==> src/inc/isd_pkg.sv <==
// Constants, types and helpers shared by the input sync timing diagnostics block
//
// Behaviour
// Sync mode codes: 0 free run, 1 SM3, 2 SYNC0, 3 SYNC1, 34 SM2.
// Shift time reports SYNC0 to input sampling delay in ns, read-only, DC only.
// Supported modes bit 0 set: free run available.
// Supported modes bit 1: sync to sync-manager event supported.
// Supported modes bits 3:2 hold 01: distributed clock supported.
// Supported modes bits 5:4: 01 local event shift, 10 SYNC1 shift.
// Supported modes bit 14 marks dynamic, measurable timing values.
// Minimum cycle time reads 66000 ns, read-only.
// Calc and copy time: sampling to inputs ready, default 66000 ns, DC only.
// Minimum SYNC1 delay reads zero ns, read-only.
// Command 1 starts measurement, 0 stops it.
// While measuring, shift, calc-copy, max delay keep largest observed values.
// Starting a measurement clears previously captured maximum values.
// Maximum SYNC1 to sampling delay in ns, read-only, DC only.
// 16-bit count of missed sync-manager events in operational DC mode.
// 16-bit count of late cycle ends or early cycle starts in operational.
// 16-bit count of too short SYNC0 to SYNC1 intervals in DC mode.
// Sync error flag shows last DC cycle was not correctly synchronized.
// Counters and flag clear on reset; counters saturate, never wrap.
package isd_pkg;

	////////////////////////////////////////////////////////////////////////////////
	// Register byte offsets
	localparam logic [5:0] OFS_SYNC_MODE      = 6'h00;
	localparam logic [5:0] OFS_SHIFT_TIME     = 6'h04;
	localparam logic [5:0] OFS_SUPPORTED      = 6'h08;
	localparam logic [5:0] OFS_MIN_CYCLE      = 6'h0C;
	localparam logic [5:0] OFS_CALC_COPY      = 6'h10;
	localparam logic [5:0] OFS_MIN_SYNC1      = 6'h14;
	localparam logic [5:0] OFS_MEAS_CMD       = 6'h18;
	localparam logic [5:0] OFS_MAX_SYNC1      = 6'h1C;
	localparam logic [5:0] OFS_MISSED         = 6'h20;
	localparam logic [5:0] OFS_OVERRUN        = 6'h24;
	localparam logic [5:0] OFS_SHORT_SHIFT    = 6'h28;
	localparam logic [5:0] OFS_SYNC_ERR       = 6'h2C;

	////////////////////////////////////////////////////////////////////////////////
	// Sync mode codes and reset values
	localparam logic [15:0] MODE_FREE_RUN     = 16'h0000;
	localparam logic [15:0] MODE_SM3          = 16'h0001;
	localparam logic [15:0] MODE_SYNC0        = 16'h0002;
	localparam logic [15:0] MODE_SYNC1        = 16'h0003;
	localparam logic [15:0] MODE_SM2          = 16'h0022;
	localparam logic [15:0] SYNC_MODE_RST     = 16'h0022;
	localparam logic [15:0] MEAS_CMD_RST      = 16'h0000;
	localparam logic [15:0] MEAS_CMD_START    = 16'h0001;
	localparam logic [15:0] MEAS_CMD_STOP     = 16'h0000;
	localparam logic [31:0] SHIFT_TIME_RST    = 32'h0000_0000;
	localparam logic [31:0] MIN_CYCLE_NS      = 32'h0001_01D0;
	localparam logic [31:0] CALC_COPY_RST     = 32'h0001_01D0;
	localparam logic [31:0] MIN_SYNC1_NS      = 32'h0000_0000;
	localparam logic [31:0] MAX_SYNC1_RST     = 32'h0000_0000;
	localparam logic [15:0] CNT_RST           = 16'h0000;

	////////////////////////////////////////////////////////////////////////////////
	// Supported modes word fields
	localparam int          SSM_FREE_POS      = 0;
	localparam int          SSM_SM_POS        = 1;
	localparam int          SSM_DC_LSB        = 2;
	localparam int          SSM_SHIFT_LSB     = 4;
	localparam int          SSM_AUX_POS       = 11;
	localparam int          SSM_DYN_POS       = 14;
	localparam logic [1:0]  SSM_DC_VAL        = 2'h1;
	localparam logic [1:0]  SSM_SHIFT_LOCAL   = 2'h1;
	localparam logic [1:0]  SSM_SHIFT_SYNC1   = 2'h2;
	localparam logic [1:0]  SSM_SHIFT_VAL     = 2'h0;
	localparam logic        SSM_DYN_VAL       = 1'b0;
	localparam logic [15:0] SSM_RST           = 16'h0807;

	////////////////////////////////////////////////////////////////////////////////
	// Timing
	localparam int          CLK_PERIOD_NS     = 20;
	localparam logic [31:0] CLK_NS            = 32'(CLK_PERIOD_NS);
	localparam logic [31:0] TIMER_MAX         = 32'h0CCC_CCCC;
	localparam logic [1:0]  RESP_OKAY         = 2'h0;
	localparam logic [1:0]  RESP_SLVERR       = 2'h2;

	////////////////////////////////////////////////////////////////////////////////
	// Event carrier from the synchronisation logic
	typedef struct packed {
		logic op_state;       // Operational state level
		logic sync0;          // SYNC0 event pulse
		logic sync1;          // SYNC1 event pulse
		logic sample;         // Inputs sampled pulse
		logic ready;          // Inputs ready for master pulse
		logic sm_missed;      // Sync-manager event missed pulse
		logic cycle_late;     // Cycle late or early start pulse
		logic shift_short;    // SYNC0 to SYNC1 too short pulse
		logic out_late;       // Outputs driven late pulse
	} isd_evt_t;

	typedef enum logic [0:0] {
		RD_IDLE = 1'b0,
		RD_DATA = 1'b1
	} isd_rd_state_t;

	// Cycle count to nanoseconds
	function automatic logic [31:0] cyc_to_ns(input logic [31:0] c);
		return c * CLK_NS;
	endfunction

	// Saturating timer step
	function automatic logic [31:0] timer_step(input logic [31:0] c);
		return (c >= TIMER_MAX) ? TIMER_MAX : c + 32'h0000_0001;
	endfunction

endpackage

==> src/isd_max_hold.sv <==
// Largest-value capture register with clear
`timescale 1ns/10ps
module isd_max_hold
#(
	parameter logic [31:0] RST_VAL = 32'h0000_0000
)
(
	input  wire logic        aclk,
	input  wire logic        aresetn,
	input  wire logic        clr,
	input  wire logic        load,
	input  wire logic [31:0] value,
	output logic [31:0]      max_r
);
	import isd_pkg::*;

	logic [31:0] max_nxt;

	// Clear first, then keep the larger value
	always_comb
	begin
		max_nxt = max_r;
		if (clr)
			max_nxt = 32'h0000_0000;
		else if (load && value > max_r)
			max_nxt = value;
	end

	// Maximum register
	always_ff @(posedge aclk)
	begin
		if (!aresetn)
			max_r <= RST_VAL;
		else
			max_r <= max_nxt;
	end
endmodule // isd_max_hold

==> src/isd_sat_cnt.sv <==
// Saturating 16-bit event counter
`timescale 1ns/10ps
module isd_sat_cnt
(
	input  wire logic        aclk,
	input  wire logic        aresetn,
	input  wire logic        inc,
	output logic [15:0]      count_r
);
	import isd_pkg::*;

	logic [15:0] count_nxt;

	// Next count, held at all ones
	always_comb
	begin
		count_nxt = count_r;
		if (inc && count_r != 16'hFFFF)
			count_nxt = count_r + 16'h0001;
	end

	// Count register
	always_ff @(posedge aclk)
	begin
		if (!aresetn)
			count_r <= CNT_RST;
		else
			count_r <= count_nxt;
	end
endmodule // isd_sat_cnt

==> src/isd_top.sv <==
// Input sync timing diagnostics register bank with AXI4-Lite slave
//
// Chosen here: the AXI4-Lite register port and the placing of the registers.
`timescale 1ns/10ps
module isd_top
(
	input  wire logic          aclk,
	input  wire logic          aresetn,
	// Write address channel
	input  wire logic          s_axi_awvalid,
	output logic               s_axi_awready,
	input  wire logic [5:0]    s_axi_awaddr,
	input  wire logic [2:0]    s_axi_awprot,
	// Write data channel
	input  wire logic          s_axi_wvalid,
	output logic               s_axi_wready,
	input  wire logic [31:0]   s_axi_wdata,
	input  wire logic [3:0]    s_axi_wstrb,
	// Write response channel
	output logic               s_axi_bvalid,
	input  wire logic          s_axi_bready,
	output logic [1:0]         s_axi_bresp,
	// Read address channel
	input  wire logic          s_axi_arvalid,
	output logic               s_axi_arready,
	input  wire logic [5:0]    s_axi_araddr,
	input  wire logic [2:0]    s_axi_arprot,
	// Read data channel
	output logic               s_axi_rvalid,
	input  wire logic          s_axi_rready,
	output logic [31:0]        s_axi_rdata,
	output logic [1:0]         s_axi_rresp,
	// Synchronisation events
	input  wire isd_pkg::isd_evt_t evt,
	// Status
	output logic               meas_running,
	output logic               dc_mode
);
	import isd_pkg::*;

	////////////////////////////////////////////////////////////////////////////////
	// Declarations

	logic        awready_r, awready_nxt;
	logic        wready_r, wready_nxt;
	logic        bvalid_r, bvalid_nxt;
	logic [1:0]  bresp_r, bresp_nxt;
	logic        aw_have_r, aw_have_nxt;
	logic        w_have_r, w_have_nxt;
	logic [5:0]  awaddr_r, awaddr_nxt;
	logic [31:0] wdata_r, wdata_nxt;
	logic [3:0]  wstrb_r, wstrb_nxt;

	isd_rd_state_t rd_state_r, rd_state_nxt;
	logic        arready_r, arready_nxt;
	logic [31:0] rdata_r, rdata_nxt;
	logic [1:0]  rresp_r, rresp_nxt;

	logic [15:0] sync_mode_r, sync_mode_nxt;
	logic [15:0] meas_cmd_r, meas_cmd_nxt;
	logic        meas_r, meas_nxt;
	logic        meas_clr_r, meas_clr_nxt;
	logic        dc_r, dc_nxt;

	logic [31:0] since_sync0_r, since_sync0_nxt;
	logic [31:0] since_sync1_r, since_sync1_nxt;
	logic [31:0] since_sample_r, since_sample_nxt;
	logic        late_seen_r, late_seen_nxt;
	logic        sync_err_r, sync_err_nxt;

	logic        wr_fire;
	logic [31:0] shift_time;
	logic [31:0] calc_copy;
	logic [31:0] max_sync1;
	logic [15:0] missed_cnt;
	logic [15:0] overrun_cnt;
	logic [15:0] short_cnt;
	logic        cap_sample;
	logic        cap_ready;
	logic        inc_missed;
	logic        inc_overrun;
	logic        inc_short;

	////////////////////////////////////////////////////////////////////////////////
	// Helpers

	// Merge write data into a 16-bit register by byte strobes
	function automatic logic [15:0] merge16(input logic [15:0] old, input logic [31:0] d,
		input logic [3:0] s);
		logic [15:0] r;
		r = old;
		if (s[0])
			r[7:0] = d[7:0];
		if (s[1])
			r[15:8] = d[15:8];
		return r;
	endfunction

	// Address is a mapped register
	function automatic logic is_mapped(input logic [5:0] a);
		return (a[1:0] == 2'h0) && (a <= OFS_SYNC_ERR);
	endfunction

	// Supported modes word built from its fields
	function automatic logic [15:0] supported_word();
		logic [15:0] w;
		w = 16'h0000;
		w[SSM_FREE_POS] = 1'b1;
		w[SSM_SM_POS] = 1'b1;
		w[SSM_DC_LSB +: 2] = SSM_DC_VAL;
		w[SSM_SHIFT_LSB +: 2] = SSM_SHIFT_VAL;
		w[SSM_AUX_POS] = SSM_RST[SSM_AUX_POS];
		w[SSM_DYN_POS] = SSM_DYN_VAL;
		return w;
	endfunction

	// Read data for an address
	function automatic logic [31:0] rd_mux(input logic [5:0] a);
		logic [31:0] d;
		d = 32'h0000_0000;
		unique case (a)
			OFS_SYNC_MODE:   d = {16'h0000, sync_mode_r};
			OFS_SHIFT_TIME:  d = shift_time;
			OFS_SUPPORTED:   d = {16'h0000, supported_word()};
			OFS_MIN_CYCLE:   d = MIN_CYCLE_NS;
			OFS_CALC_COPY:   d = calc_copy;
			OFS_MIN_SYNC1:   d = MIN_SYNC1_NS;
			OFS_MEAS_CMD:    d = {16'h0000, meas_cmd_r};
			OFS_MAX_SYNC1:   d = max_sync1;
			OFS_MISSED:      d = {16'h0000, missed_cnt};
			OFS_OVERRUN:     d = {16'h0000, overrun_cnt};
			OFS_SHORT_SHIFT: d = {16'h0000, short_cnt};
			OFS_SYNC_ERR:    d = {31'h0000_0000, sync_err_r};
			default:         d = 32'h0000_0000;
		endcase
		return d;
	endfunction

	////////////////////////////////////////////////////////////////////////////////
	// Write channels: address and data taken in either order

	assign wr_fire = aw_have_r && w_have_r && !bvalid_r;

	// Write channel next state
	always_comb
	begin
		awready_nxt = awready_r;
		wready_nxt  = wready_r;
		bvalid_nxt  = bvalid_r;
		bresp_nxt   = bresp_r;
		aw_have_nxt = aw_have_r;
		w_have_nxt  = w_have_r;
		awaddr_nxt  = awaddr_r;
		wdata_nxt   = wdata_r;
		wstrb_nxt   = wstrb_r;
		if (s_axi_awvalid && awready_r)
		begin
			aw_have_nxt = 1'b1;
			awready_nxt = 1'b0;
			awaddr_nxt  = s_axi_awaddr;
		end
		if (s_axi_wvalid && wready_r)
		begin
			w_have_nxt = 1'b1;
			wready_nxt = 1'b0;
			wdata_nxt  = s_axi_wdata;
			wstrb_nxt  = s_axi_wstrb;
		end
		if (wr_fire)
		begin
			bvalid_nxt = 1'b1;
			bresp_nxt  = is_mapped(awaddr_r) ? RESP_OKAY : RESP_SLVERR;
		end
		if (bvalid_r && s_axi_bready)
		begin
			bvalid_nxt  = 1'b0;
			aw_have_nxt = 1'b0;
			w_have_nxt  = 1'b0;
			awready_nxt = 1'b1;
			wready_nxt  = 1'b1;
		end
	end

	// Write channel registers
	always_ff @(posedge aclk)
	begin
		if (!aresetn)
		begin
			awready_r <= 1'b1;
			wready_r  <= 1'b1;
			bvalid_r  <= 1'b0;
			bresp_r   <= RESP_OKAY;
			aw_have_r <= 1'b0;
			w_have_r  <= 1'b0;
			awaddr_r  <= 6'h00;
			wdata_r   <= 32'h0000_0000;
			wstrb_r   <= 4'h0;
		end
		else
		begin
			awready_r <= awready_nxt;
			wready_r  <= wready_nxt;
			bvalid_r  <= bvalid_nxt;
			bresp_r   <= bresp_nxt;
			aw_have_r <= aw_have_nxt;
			w_have_r  <= w_have_nxt;
			awaddr_r  <= awaddr_nxt;
			wdata_r   <= wdata_nxt;
			wstrb_r   <= wstrb_nxt;
		end
	end

	////////////////////////////////////////////////////////////////////////////////
	// Read channel

	// Read channel next state
	always_comb
	begin
		rd_state_nxt = rd_state_r;
		arready_nxt  = arready_r;
		rdata_nxt    = rdata_r;
		rresp_nxt    = rresp_r;
		unique case (rd_state_r)
			RD_IDLE:
			begin
				if (s_axi_arvalid)
				begin
					rd_state_nxt = RD_DATA;
					arready_nxt  = 1'b0;
					rdata_nxt    = is_mapped(s_axi_araddr) ? rd_mux(s_axi_araddr)
						: 32'h0000_0000;
					rresp_nxt    = is_mapped(s_axi_araddr) ? RESP_OKAY : RESP_SLVERR;
				end
			end
			RD_DATA:
			begin
				if (s_axi_rready)
				begin
					rd_state_nxt = RD_IDLE;
					arready_nxt  = 1'b1;
				end
			end
		endcase
	end

	// Read channel registers
	always_ff @(posedge aclk)
	begin
		if (!aresetn)
		begin
			rd_state_r <= RD_IDLE;
			arready_r  <= 1'b1;
			rdata_r    <= 32'h0000_0000;
			rresp_r    <= RESP_OKAY;
		end
		else
		begin
			rd_state_r <= rd_state_nxt;
			arready_r  <= arready_nxt;
			rdata_r    <= rdata_nxt;
			rresp_r    <= rresp_nxt;
		end
	end

	////////////////////////////////////////////////////////////////////////////////
	// Writable registers and measurement control

	// Control next state
	always_comb
	begin
		sync_mode_nxt = sync_mode_r;
		meas_cmd_nxt  = meas_cmd_r;
		meas_clr_nxt  = 1'b0;
		if (wr_fire && awaddr_r == OFS_SYNC_MODE)
			sync_mode_nxt = merge16(sync_mode_r, wdata_r, wstrb_r);
		if (wr_fire && awaddr_r == OFS_MEAS_CMD)
		begin
			meas_cmd_nxt = merge16(meas_cmd_r, wdata_r, wstrb_r);
			meas_clr_nxt = (merge16(meas_cmd_r, wdata_r, wstrb_r) == MEAS_CMD_START);
		end
		meas_nxt = (meas_cmd_nxt == MEAS_CMD_START);
		dc_nxt   = (sync_mode_nxt == MODE_SYNC0) || (sync_mode_nxt == MODE_SYNC1);
	end

	// Control registers
	always_ff @(posedge aclk)
	begin
		if (!aresetn)
		begin
			sync_mode_r <= SYNC_MODE_RST;
			meas_cmd_r  <= MEAS_CMD_RST;
			meas_r      <= 1'b0;
			meas_clr_r  <= 1'b0;
			dc_r        <= 1'b0;
		end
		else
		begin
			sync_mode_r <= sync_mode_nxt;
			meas_cmd_r  <= meas_cmd_nxt;
			meas_r      <= meas_nxt;
			meas_clr_r  <= meas_clr_nxt;
			dc_r        <= dc_nxt;
		end
	end

	////////////////////////////////////////////////////////////////////////////////
	// Interval timers and sync error flag

	// Timers restart on their event, saturate otherwise
	always_comb
	begin
		since_sync0_nxt  = evt.sync0 ? 32'h0000_0000 : timer_step(since_sync0_r);
		since_sync1_nxt  = evt.sync1 ? 32'h0000_0000 : timer_step(since_sync1_r);
		since_sample_nxt = evt.sample ? 32'h0000_0000 : timer_step(since_sample_r);
		late_seen_nxt    = late_seen_r || evt.out_late;
		sync_err_nxt     = sync_err_r;
		if (evt.sync0)
		begin
			late_seen_nxt = evt.out_late;
			if (dc_r)
				sync_err_nxt = late_seen_r;
		end
	end

	// Timer registers
	always_ff @(posedge aclk)
	begin
		if (!aresetn)
		begin
			since_sync0_r  <= 32'h0000_0000;
			since_sync1_r  <= 32'h0000_0000;
			since_sample_r <= 32'h0000_0000;
			late_seen_r    <= 1'b0;
			sync_err_r     <= 1'b0;
		end
		else
		begin
			since_sync0_r  <= since_sync0_nxt;
			since_sync1_r  <= since_sync1_nxt;
			since_sample_r <= since_sample_nxt;
			late_seen_r    <= late_seen_nxt;
			sync_err_r     <= sync_err_nxt;
		end
	end

	////////////////////////////////////////////////////////////////////////////////
	// Maximum capture and diagnostic counters

	// Capture and count qualifiers
	assign cap_sample  = meas_r && dc_r && evt.sample;
	assign cap_ready   = meas_r && dc_r && evt.ready;
	assign inc_missed  = evt.sm_missed && evt.op_state && dc_r;
	assign inc_overrun = evt.cycle_late && evt.op_state;
	assign inc_short   = evt.shift_short && dc_r;

	isd_max_hold #(.RST_VAL(SHIFT_TIME_RST)) u_shift
	(
		.aclk    (aclk),
		.aresetn (aresetn),
		.clr     (meas_clr_r),
		.load    (cap_sample),
		.value   (cyc_to_ns(since_sync0_r)),
		.max_r   (shift_time)
	);

	isd_max_hold #(.RST_VAL(CALC_COPY_RST)) u_calc
	(
		.aclk    (aclk),
		.aresetn (aresetn),
		.clr     (meas_clr_r),
		.load    (cap_ready),
		.value   (cyc_to_ns(since_sample_r)),
		.max_r   (calc_copy)
	);

	isd_max_hold #(.RST_VAL(MAX_SYNC1_RST)) u_sync1
	(
		.aclk    (aclk),
		.aresetn (aresetn),
		.clr     (meas_clr_r),
		.load    (cap_sample),
		.value   (cyc_to_ns(since_sync1_r)),
		.max_r   (max_sync1)
	);

	isd_sat_cnt u_missed
	(
		.aclk    (aclk),
		.aresetn (aresetn),
		.inc     (inc_missed),
		.count_r (missed_cnt)
	);

	isd_sat_cnt u_overrun
	(
		.aclk    (aclk),
		.aresetn (aresetn),
		.inc     (inc_overrun),
		.count_r (overrun_cnt)
	);

	isd_sat_cnt u_short
	(
		.aclk    (aclk),
		.aresetn (aresetn),
		.inc     (inc_short),
		.count_r (short_cnt)
	);

	////////////////////////////////////////////////////////////////////////////////
	// Outputs from flip-flops

	assign s_axi_awready = awready_r;
	assign s_axi_wready  = wready_r;
	assign s_axi_bvalid  = bvalid_r;
	assign s_axi_bresp   = bresp_r;
	assign s_axi_arready = arready_r;
	assign s_axi_rvalid  = (rd_state_r == RD_DATA);
	assign s_axi_rdata   = rdata_r;
	assign s_axi_rresp   = rresp_r;
	assign meas_running  = meas_r;
	assign dc_mode       = dc_r;

endmodule // isd_top

==> config.mk <==
export PLATFORM = sky130hd
export DESIGN_NAME = isd_top
export DESIGN_NICKNAME = d
export VERILOG_FILES = /design/src/inc/isd_pkg.sv /design/src/isd_max_hold.sv /design/src/isd_sat_cnt.sv /design/src/isd_top.sv
export SDC_FILE = /design/constraint.sdc
export NUM_CORES = 1
export LEC_CHECK = 0
export ABC_CLOCK_PERIOD_IN_PS = 7900
export BUFFER_PORTS_ARGS = -buffer_cell sky130_fd_sc_hd__buf_2
export CORE_MARGIN = 8
export CORE_UTILIZATION = 67
export CTS_CLUSTER_DIAMETER = 30
export DETAILED_ROUTE_END_ITERATION = 8
export PLACE_DENSITY_LB_ADDON = 0.1
export SLEW_MARGIN = 0
export SYNTH_ARGS = -nofsm -noshare
export SYNTH_HDL_FRONTEND = slang
export SYNTH_SLANG_ARGS = --single-unit
==> constraint.sdc <==
create_clock -name aclk -period 7.9 [get_ports aclk]
set_input_delay 1.58 -clock aclk [delete_from_list [all_inputs] [get_ports aclk]]
set_output_delay 1.58 -clock aclk [all_outputs]
set_load 0.01 [all_outputs]
==> implementation parameters, run 1 <==
Parameter                              Value

Power
  Total power divided by cell area    212 nW/µm²
  Worst voltage drop across the vdd grid    0.000203 V
  Total power draw    5.18 mW
  Proportion of total power due to net switching    24.4%
  Leakage component of the power    10.7 nW
  Net switching component of the power    1.26 mW
  Power Internal    3.92 mW
  Clock group share of total power    59.6%
  Share of total power in combinational logic    6.2%
  Share of power burned in registers    34.2%

Synthesis
  FFs w/ async S/R, synth    0%
  Share of the synthesized area in the top cell type    31.8%
  Number of different library cells in the post-synthesis netlist    72
  Post-synth EDFFs    0
  Post-synthesis sequential area ratio    31.8%
  Cells after Synth    2,538
  Post-synthesis instance area    21,100 µm²
  Main synth FF type    sky130_fd_sc_hd__dfxtp_1
  Average instance area after synthesis    8.32 µm²
  Cell taking the most area after synthesis    sky130_fd_sc_hd__dfxtp_1
  Top cells by area, synth    sky130_fd_sc_hd__dfxtp_1 32%, sky130_fd_sc_hd__ha_1 15%, sky130_fd_sc_hd__a21oi_1 6.2%, sky130_fd_sc_hd__nor2_1 5.3%, sky130_fd_sc_hd__xor2_1 4.1%
  Warnings, synthesis    0
  Number of synthesized register bits    336

CTS
  Count of buffers added by post-CTS timing repair for setup    0
  Insertion delay of the later-clocked pin in the worst-skew pair    580 ps
  Clock tree from TritonCTS    yes
  Root buffer cell    sky130_fd_sc_hd__clkbuf_16
  Number of sinks handled by clock tree synthesis    336
  Register clock-pin slew on the reported worst setup and hold paths    50 ps
  Hold Buf Count CTS    0
  Maximum number of buffers from clock root to sink    3
  Total CTS buffers    74
  Level count of the clock H-tree    3
  Number of gates resized after cts    0

Setup path
  Data arrival time of the critical path    6470 ps
  Highest cell delay on the worst timing path    570 ps
  Worst EP required    8340 ps
  Slowest stage cell, crit path    sky130_fd_sc_hd__or2_2
  Library cell appearing most often on the critical path    sky130_fd_sc_hd__ha_1
  Endpoint type of the worst setup path    flip-flop
  Startpoint type of the worst setup path    flip-flop
  Classification of the worst setup path    reg2reg
  Crit path buffers/inverters    1
  CP max FO    26
  Cells along the critical path    ha_1 > ha_1 > inv_1 > fa_1 > nor2b_1 > o31a_1 > o31a_1 > o2111ai_1 > a31o_2 > nand3_1 > a41oi_1 > xnor2_1 > ha_1 > nand4_1 > nor2_1 > a211o_1 > a21o_1 > a21o_1 > a2111oi_4 > or2_2 > nor3_1 > a311o_1
  Family of cells with the greatest summed delay on the critical path    compound AO/OA/AOI/OAI gates

Flow run
  Maxcap violations    0

Drt
  Average via count per standard cell    6.23
  Number of vias in the routed layout    19,322
  First-pass iteration count of the detailed router    8
  Antenna viol nets, final    0
  WL final    56.8 mm
  DRT iter0 DRCs    1,688
  DR DRC count    0
  Average wire per standard cell    18.3 µm

Outcome
  Result of the run    complete, no violations

Global route
  Remaining Overflow, GRT    0
  Vias in the first global route    19,049
  First-pass GRT wire length    93.5 mm
  Tot GR Track Use    29.4%
  Largest net degree at the start of global routing    72
  Antenna violations before repair    2

STA
  F_max    0.166 GHz
  Setup skew after layout    23.4 ps
  Minimum hold slack    467 ps
  Fin crit share    76.4%
  RSZ-0062 raised after global routing    no
  Summed negative setup slack over all endpoints    0 ps
  Worst rel slew slack    25.8%
  Final Hold Vio Count    0
  Count of final setup violators    0
  Max-slew violations    0
  Worst-margin pin slew    1100 ps
  Min cycle time layout    6030 ps

Cells and area
  Growth of design area from synthesis to finish    15.7%
  Footprint of the flip-flops and latches    6730 µm²
  Fillers    2,230
  Final cell utilization of the core    78.0%
  Count of placed standard cells in the final layout, fillers left out    3,103
  Post-layout nets    2,974
  Area of combinational cells with multiple inputs    13,600 µm²
  Antenna Diode Count    0
  Ratio of cells with drive above 1 in the final layout    9.37%

Placed design
  Quantity of I/O buffers inserted on ports    86
  Final GP Congestion    0.926
  Detailed Place HPWL    40.9 mm
  Cell Count Post-Placement    2,969

Floorplan
  Effective utilization at floorplan    67.5%
  I/O pin total    113
  Placement row count    65
  Die outline area    37,500 µm²
  Core region area    31,300 µm²
  Die Span X    194 µm
  Floorplan die height    194 µm

Hold path
  Min-delay worst type    reg2reg
layout make-up:
cell class,count,area share [%]
flip-flops and latches,336,27.5
repair buffers,103,2.28
well taps,402,2.06
multi-input cells,1980,55.5
clock buffers,89,8.27
inverters,148,2.28
clock inverters,45,2.09
placed cells by master (no fill, tap or decap), types with 9 or more instances in the layout:
cell type,netlist,final
sky130_fd_sc_hd__and4_1,11,11
sky130_fd_sc_hd__mux2i_1,79,79
sky130_fd_sc_hd__clkbuf_16,0,75
sky130_fd_sc_hd__a21oi_1,262,262
sky130_fd_sc_hd__nor3_1,41,41
sky130_fd_sc_hd__clkbuf_8,0,9
sky130_fd_sc_hd__inv_1,148,147
sky130_fd_sc_hd__buf_2,3,86
sky130_fd_sc_hd__dfxtp_1,336,336
sky130_fd_sc_hd__or4_1,11,11
sky130_fd_sc_hd__xnor2_1,83,83
sky130_fd_sc_hd__o21ai_0,63,63
sky130_fd_sc_hd__buf_4,2,17
sky130_fd_sc_hd__a22oi_1,17,17
sky130_fd_sc_hd__a21o_1,72,72
sky130_fd_sc_hd__xor2_1,98,98
sky130_fd_sc_hd__a211oi_1,18,18
sky130_fd_sc_hd__a31oi_1,18,18
sky130_fd_sc_hd__and3_1,37,37
sky130_fd_sc_hd__nor4_1,11,10
sky130_fd_sc_hd__or3_1,15,15
sky130_fd_sc_hd__nand2b_1,17,16
sky130_fd_sc_hd__nor2_1,300,300
sky130_fd_sc_hd__nand4_1,51,51
sky130_fd_sc_hd__o21a_1,14,14
sky130_fd_sc_hd__a222oi_1,34,34
sky130_fd_sc_hd__clkinvlp_4,0,11
sky130_fd_sc_hd__ha_1,258,258
sky130_fd_sc_hd__o21bai_1,10,10
sky130_fd_sc_hd__nor2b_1,18,18
sky130_fd_sc_hd__clkinv_2,0,12
sky130_fd_sc_hd__or2_2,10,10
sky130_fd_sc_hd__and2_1,12,12
sky130_fd_sc_hd__nand3_1,89,89
sky130_fd_sc_hd__nand2_1,203,203
sky130_fd_sc_hd__conb_1,1,14
synthesized netlist by cell type, types with 12 or more instances:
cell type	count
sky130_fd_sc_hd__or3_1	15
sky130_fd_sc_hd__a31oi_1	18
sky130_fd_sc_hd__and2_1	12
sky130_fd_sc_hd__a222oi_1	34
sky130_fd_sc_hd__nor3_1	41
sky130_fd_sc_hd__xnor2_1	83
sky130_fd_sc_hd__a21o_1	72
sky130_fd_sc_hd__ha_1	258
sky130_fd_sc_hd__a22oi_1	17
sky130_fd_sc_hd__a21oi_1	262
sky130_fd_sc_hd__a211oi_1	18
sky130_fd_sc_hd__nor2b_1	18
sky130_fd_sc_hd__o21ai_0	63
sky130_fd_sc_hd__nand3_1	89
sky130_fd_sc_hd__nand2b_1	17
sky130_fd_sc_hd__clkbuf_1	76
sky130_fd_sc_hd__inv_1	148
sky130_fd_sc_hd__mux2i_1	79
sky130_fd_sc_hd__xor2_1	98
sky130_fd_sc_hd__o21a_1	14
sky130_fd_sc_hd__nand4_1	51
sky130_fd_sc_hd__nand2_1	203
sky130_fd_sc_hd__dfxtp_1	336
sky130_fd_sc_hd__and3_1	37
sky130_fd_sc_hd__nor2_1	300
power groups by stage:
stage / clock network, mW / registers, mW / logic (mW)
finish: 3.09 / 1.77 / 0.322
global route: 3.19 / 1.77 / 0.359
CTS: 3.11 / 1.77 / 0.319
detailed placement: 0 / 1.80 / 0.312
global placement: 0 / 1.80 / 0.301
floorplan: 0 / 1.79 / 0.235
worst reg2reg max path, stage by stage, from the launching register on:
cell                        delay [ps]
sky130_fd_sc_hd__dfxtp_1           490
sky130_fd_sc_hd__ha_1              290
sky130_fd_sc_hd__ha_1              210
sky130_fd_sc_hd__inv_1              70
sky130_fd_sc_hd__fa_1              210
sky130_fd_sc_hd__nor2b_1            80
sky130_fd_sc_hd__o31a_1            270
sky130_fd_sc_hd__o31a_1            270
sky130_fd_sc_hd__o2111ai_1         320
sky130_fd_sc_hd__a31o_2            240
sky130_fd_sc_hd__nand3_1           150
sky130_fd_sc_hd__a41oi_1           390
sky130_fd_sc_hd__xnor2_1           170
sky130_fd_sc_hd__ha_1              260
sky130_fd_sc_hd__nand4_1           200
sky130_fd_sc_hd__nor2_1             80
sky130_fd_sc_hd__a211o_1           260
sky130_fd_sc_hd__a21o_1            170
sky130_fd_sc_hd__a21o_1            220
sky130_fd_sc_hd__a2111oi_4         530
sky130_fd_sc_hd__or2_2             570
sky130_fd_sc_hd__nor3_1            110
sky130_fd_sc_hd__a311o_1           340
per-stage QoR:
step,cell area (µm²),setup slack (ps)
5_1_grt,24400,1500
6_report,24400,1870
3_5_place_dp,21900,1970
4_1_cts,24400,1920
2_1_floorplan,21200,2850
3_3_place_gp,21900,2160
worst paths after layout:
path,cells past startpoint,from,slack (ps),endpoint
worst max register to register,22,since_sync1_r[1],1870,u_sync1.max_r[31]
worst max-delay path,22,since_sync1_r[1],1870,u_sync1.max_r[31]
worst min-delay path,2,awaddr_r[1],470,awaddr_r[1]
worst min register to register,2,awaddr_r[1],470,awaddr_r[1]
cell families (layout without fill, tap and decap cells):
group                      Yosys count  in the layout  synth area share [%]
adders and majority gates          261            261                  15.6
xor gates and xnor gates           181            181                  7.51
DFF                                336            336                  31.8
and+or+nand+nor                    839            839                  18.4
muxes                               79             79                  3.74
AOI/OAI and AO/OA                  606            606                  18.6
buffers and inverters              235            385                  4.26
other                                1             14                0.0178
flip-flops by register name (all words and copies together), names as in the netlist, 30 cells and up:
| register | count |
|---|---|
| since_sample_r | 32 |
| u_calc.max_r | 30 |
| u_shift.max_r | 30 |
| s_axi_rdata | 32 |
| since_sync1_r | 32 |
| since_sync0_r | 32 |
| u_sync1.max_r | 30 |
metal layers:
metal	GRT usage [%]	share of wire, %	vias to the layer above
li1	-	-	9329
met2	50.2	47	711
met4	13.7	4.2	4
met1	35.3	41	9105
met3	5.80	7.4	173
met5	0	0.041	-
Note: power is estimated with default switching activity, not from simulation.
==> inputs of run 2 (changes only) <==
- ABC_AREA: unset -> 1
- ABC_CLOCK_PERIOD_IN_PS: 7900 -> 4800
- CORE_UTILIZATION: 67 -> 57
- clock period: 7.9 -> 4.8 ns (I/O delays scaled with it)
==> run 2 against run 1 <==
  * Critical path depth increased by 1
  * Sequential power increased by 65%
  * Synthesized cell count increased by 50%
  * Combinational power increased by 92%
  * First-iteration DRC count increased by 13%
  * Global-route usage decreased by 2.0 points
  * Via count increased by 26%
  * Die area increased by 34%
  * Critical path type unchanged
==> implementation parameters, run 2 <==
Parameter                              Value

Outcome
  Result of the run    complete, no violations

STA
  RSZ-0062 raised after global routing    no
  Worst rel slew slack    35.1% (+9.3 points)
  F_max    0.231 GHz (+40%)
  Count of final setup violators    0 (unchanged)
  Fin crit share    90.1% (+14 points)
  Summed negative setup slack over all endpoints    0 ps (unchanged)
  Min cycle time layout    4320 ps (-1710 ps)
  Final Hold Vio Count    0 (unchanged)
  Max-slew violations    0 (unchanged)
  Worst-margin pin slew    974 ps (-131 ps)
  Setup skew after layout    20.4 ps (-2.99 ps)

Cells and area
  Footprint of the flip-flops and latches    6730 µm² (about the same)
  Non-Filler Cell Area, Final    28,800 µm² (+18%)
  Highest-count cells in the layout ignoring fill and taps    942 x sky130_fd_sc_hd__nand2_1, 555 x sky130_fd_sc_hd__nor2_1, 511 x sky130_fd_sc_hd__inv_1
  Post-layout nets    4,261 (+43%)
  Growth of design area from synthesis to finish    16.1%
  Most frequent standard cell in the layout excluding fill and tap cells    sky130_fd_sc_hd__nand2_1
  Ratio of cells with drive above 1 in the final layout    8.90% (-0.46 points)
  Area of combinational cells with multiple inputs    15,600 µm² (+15%)
  Count of placed standard cells in the final layout, fillers left out    4,585 (+48%)
  Fillers    4,026 (+81%)

Power
  Leakage component of the power    14.1 nW (+32%)
  Total power divided by cell area    333 nW/µm² (+57%)
  Worst voltage drop across the vdd grid    0.000272 V (+34%)
  Power Internal    7.29 mW (+86%)
  Share of power burned in registers    30.5% (-3.7 points)
  Share of total power in combinational logic    6.5% (+0.3 points)
  Proportion of total power due to net switching    23.8% (-0.59 points)
  Net switching component of the power    2.28 mW (+80%)
  Clock group share of total power    63.0% (+3.4 points)

Placed design
  Cell Count Post-Placement    4,427 (+49%)
  Final GP Congestion    0.969 (+4.6%)
  Detailed Place HPWL    53.1 mm (+30%)
  Quantity of I/O buffers inserted on ports    86 (unchanged)
  DP Area    25,700 µm² (+17%)

Setup path
  Setup slack of the worst register-to-register path    480 ps (-1390 ps)
  Beginning of the worst register-to-register path    since_sync0_r[3]
  Worst EP required    5330 ps (-3010 ps)
  CP startpoint    since_sync0_r[3]
  Last element of the critical path    u_shift.max_r[14]
  Startpoint type of the worst setup path    flip-flop
  Endpoint type of the worst setup path    flip-flop
  Data arrival time of the critical path    4860 ps (-1610 ps)
  Classification of the worst setup path    reg2reg
  Critical R2R Capture    u_shift.max_r[14]
  CP max FO    18 (-31%)
  Worst R2R Path Depth    23 (+4.5%)

Drt
  DRT iter0 DRCs    1,902 (+13%)
  Average wire per standard cell    15.2 µm (-17%)
  Antenna viol nets, final    0 (unchanged)
  Number of vias in the routed layout    24,417 (+26%)
  DR DRC count    0 (unchanged)
  Average via count per standard cell    5.33 (-14%)
  WL final    69.5 mm (+23%)
  First-pass iteration count of the detailed router    7 (-1)

CTS
  Level count of the clock H-tree    3 (unchanged)
  Root buffer cell    sky130_fd_sc_hd__clkbuf_16
  Clock tree from TritonCTS    yes
  Count of buffers added by post-CTS timing repair for setup    0 (unchanged)
  Register clock-pin slew on the reported worst setup and hold paths    40 ps (about the same)
  Total CTS buffers    86 (+16%)
  Insertion delay of the later-clocked pin in the worst-skew pair    610 ps (+30 ps)
  Number of sinks handled by clock tree synthesis    336 (unchanged)
  Maximum number of buffers from clock root to sink    3 (unchanged)

Global route
  First-pass GRT wire length    115 mm (+23%)
  Vias in the first global route    22,980 (+21%)
  Antenna violations before repair    2 (unchanged)
  Remaining Overflow, GRT    0 (unchanged)
  Largest net degree at the start of global routing    60 (-17%)
  Tot GR Track Use    27.4% (-2.0 points)

Floorplan
  Floorplan die height    224 µm (+16%)
  I/O pin total    113 (unchanged)
  Die outline area    50,400 µm² (+34%)
  Die Span X    224 µm (+16%)
  Core region area    43,000 µm² (+37%)
  Placement row count    76 (+17%)
  Effective utilization at floorplan    57.6% (-9.9 points)

Synthesis
  Warnings, synthesis    0 (unchanged)
  Post-synthesis instance area    24,800 µm² (+17%)
  Post-synth top cells    942 x sky130_fd_sc_hd__nand2_1, 557 x sky130_fd_sc_hd__nor2_1, 511 x sky130_fd_sc_hd__inv_1
  Post-synth EDFFs    0 (unchanged)
  Cells after Synth    3,805 (+50%)
  Post-synthesis sequential area ratio    27.2% (-4.7 points)
  FFs w/ async S/R, synth    0% (unchanged)
  Cell taking the most area after synthesis    sky130_fd_sc_hd__dfxtp_1
  Number of synthesized register bits    336 (unchanged)
  Dominant cell by count in the synthesized netlist    sky130_fd_sc_hd__nand2_1
  Share of the synthesized area in the top cell type    27.2% (-4.7 points)
  Number of different library cells in the post-synthesis netlist    59 (-18%)
  Main synth FF type    sky130_fd_sc_hd__dfxtp_1
  Top cells by area, synth    sky130_fd_sc_hd__dfxtp_1 27%, sky130_fd_sc_hd__nand2_1 14%, sky130_fd_sc_hd__ha_1 13%, sky130_fd_sc_hd__nor2_1 8.4%, sky130_fd_sc_hd__inv_1 7.7%
  Average instance area after synthesis    6.51 µm² (-22%)

Flow run
  Maxcap violations    0 (unchanged)

Hold path
  Min-delay worst type    reg2reg
run 2: how the worst min path moves through the flow:
| stage | startpoint | endpoint | slack (ps) | cells after the start |
|---|---|---|---|---|
| final | awaddr_r[1] | awaddr_r[1] | 450 | 2 |
| after global routing | awaddr_r[1] | awaddr_r[1] | 470 | 2 |
| after CTS | awaddr_r[1] | awaddr_r[1] | 450 | 2 |
| after detailed placement | awaddr_r[1] | awaddr_r[1] | 440 | 2 |
| after global placement | awaddr_r[1] | awaddr_r[1] | 440 | 2 |
| after floorplan | sync_mode_r[0] | sync_mode_r[0] | 430 | 2 |
run 2: per-stage QoR:
step / hold WS, ps / util [%] / setup slack (ps) / total power, mW
6_report: 450 / 66.9 / 476 / 9.56
5_1_grt: 469 / 66.9 / 1.04 / 9.88
4_1_cts: 451 / 66.9 / 434 / 9.62
3_5_place_dp: 444 / 59.8 / 451 / 3.57
3_3_place_gp: 443 / 59.8 / 515 / 3.56
2_1_floorplan: 430 / - / 1280 / 3.40
run 2: metal layers:
metal | wire, µm | track usage, % | vias to the layer above
met5 | 13 | 0 | -
met4 | 2000 | 9.09 | 2
met3 | 4370 | 4.49 | 141
met2 | 31100 | 45.1 | 705
met1 | 32000 | 36.3 | 11005
li1 | - | - | 12564
run 2: final cells by class:
| cell class | instances | area share [%] |
|---|---|---|
| Clock inverter | 56 | 2.77 |
| Tap cell | 585 | 2.55 |
| Multi-Input combinational cell | 2860 | 54.2 |
| Clock buffer | 101 | 7.86 |
| Antenna cell | 1 | 0.00870 |
| Timing Repair Buffer | 104 | 2.10 |
| Sequential cell | 336 | 23.4 |
| Inverter | 542 | 7.08 |
run 2: logic make-up after synthesis:
kind of cell             after synthesis  synth area share (%)
AO/OA/AOI/OAI                        551                  12.3
buffers and inverters                622                  10.1
XOR/XNOR                             121                  4.28
adder cells (fa/ha/maj)              261                  13.3
flip-flops                           336                  27.2
other                                  1                0.0151
AND/OR/NAND/NOR                     1913                  32.9
run 2: timing repair:
item,in CTS,in global routing
hold buffers,0,0
setup endpoints to repair,0,4
gates resized for setup,0,1
run 2: power groups by stage:
stage | logic, mW | registers [mW] | clock network, mW
floorplan | 0.450 | 2.95 | 0
global placement | 0.599 | 2.96 | 0
detailed placement | 0.607 | 2.96 | 0
CTS | 0.616 | 2.92 | 6.09
global route | 0.706 | 2.92 | 6.25
finish | 0.619 | 2.92 | 6.03
run 2: critical path, stage by stage (launching register included):
cell	delay, ps
sky130_fd_sc_hd__dfxtp_1	380
sky130_fd_sc_hd__ha_1	320
sky130_fd_sc_hd__ha_1	210
sky130_fd_sc_hd__inv_1	70
sky130_fd_sc_hd__fa_1	400
sky130_fd_sc_hd__inv_1	100
sky130_fd_sc_hd__nand3_1	70
sky130_fd_sc_hd__nand3_1	160
sky130_fd_sc_hd__nand2_1	70
sky130_fd_sc_hd__nand2_1	150
sky130_fd_sc_hd__nand2_1	70
sky130_fd_sc_hd__nand2_1	140
sky130_fd_sc_hd__xor2_1	270
sky130_fd_sc_hd__inv_1	80
sky130_fd_sc_hd__ha_1	310
sky130_fd_sc_hd__nand4_1	160
sky130_fd_sc_hd__nor3b_1	270
sky130_fd_sc_hd__nand3_1	100
sky130_fd_sc_hd__nand2_1	140
sky130_fd_sc_hd__inv_1	80
sky130_fd_sc_hd__nand2_2	300
sky130_fd_sc_hd__buf_12	200
sky130_fd_sc_hd__o21ai_0	80
sky130_fd_sc_hd__nor2_1	120
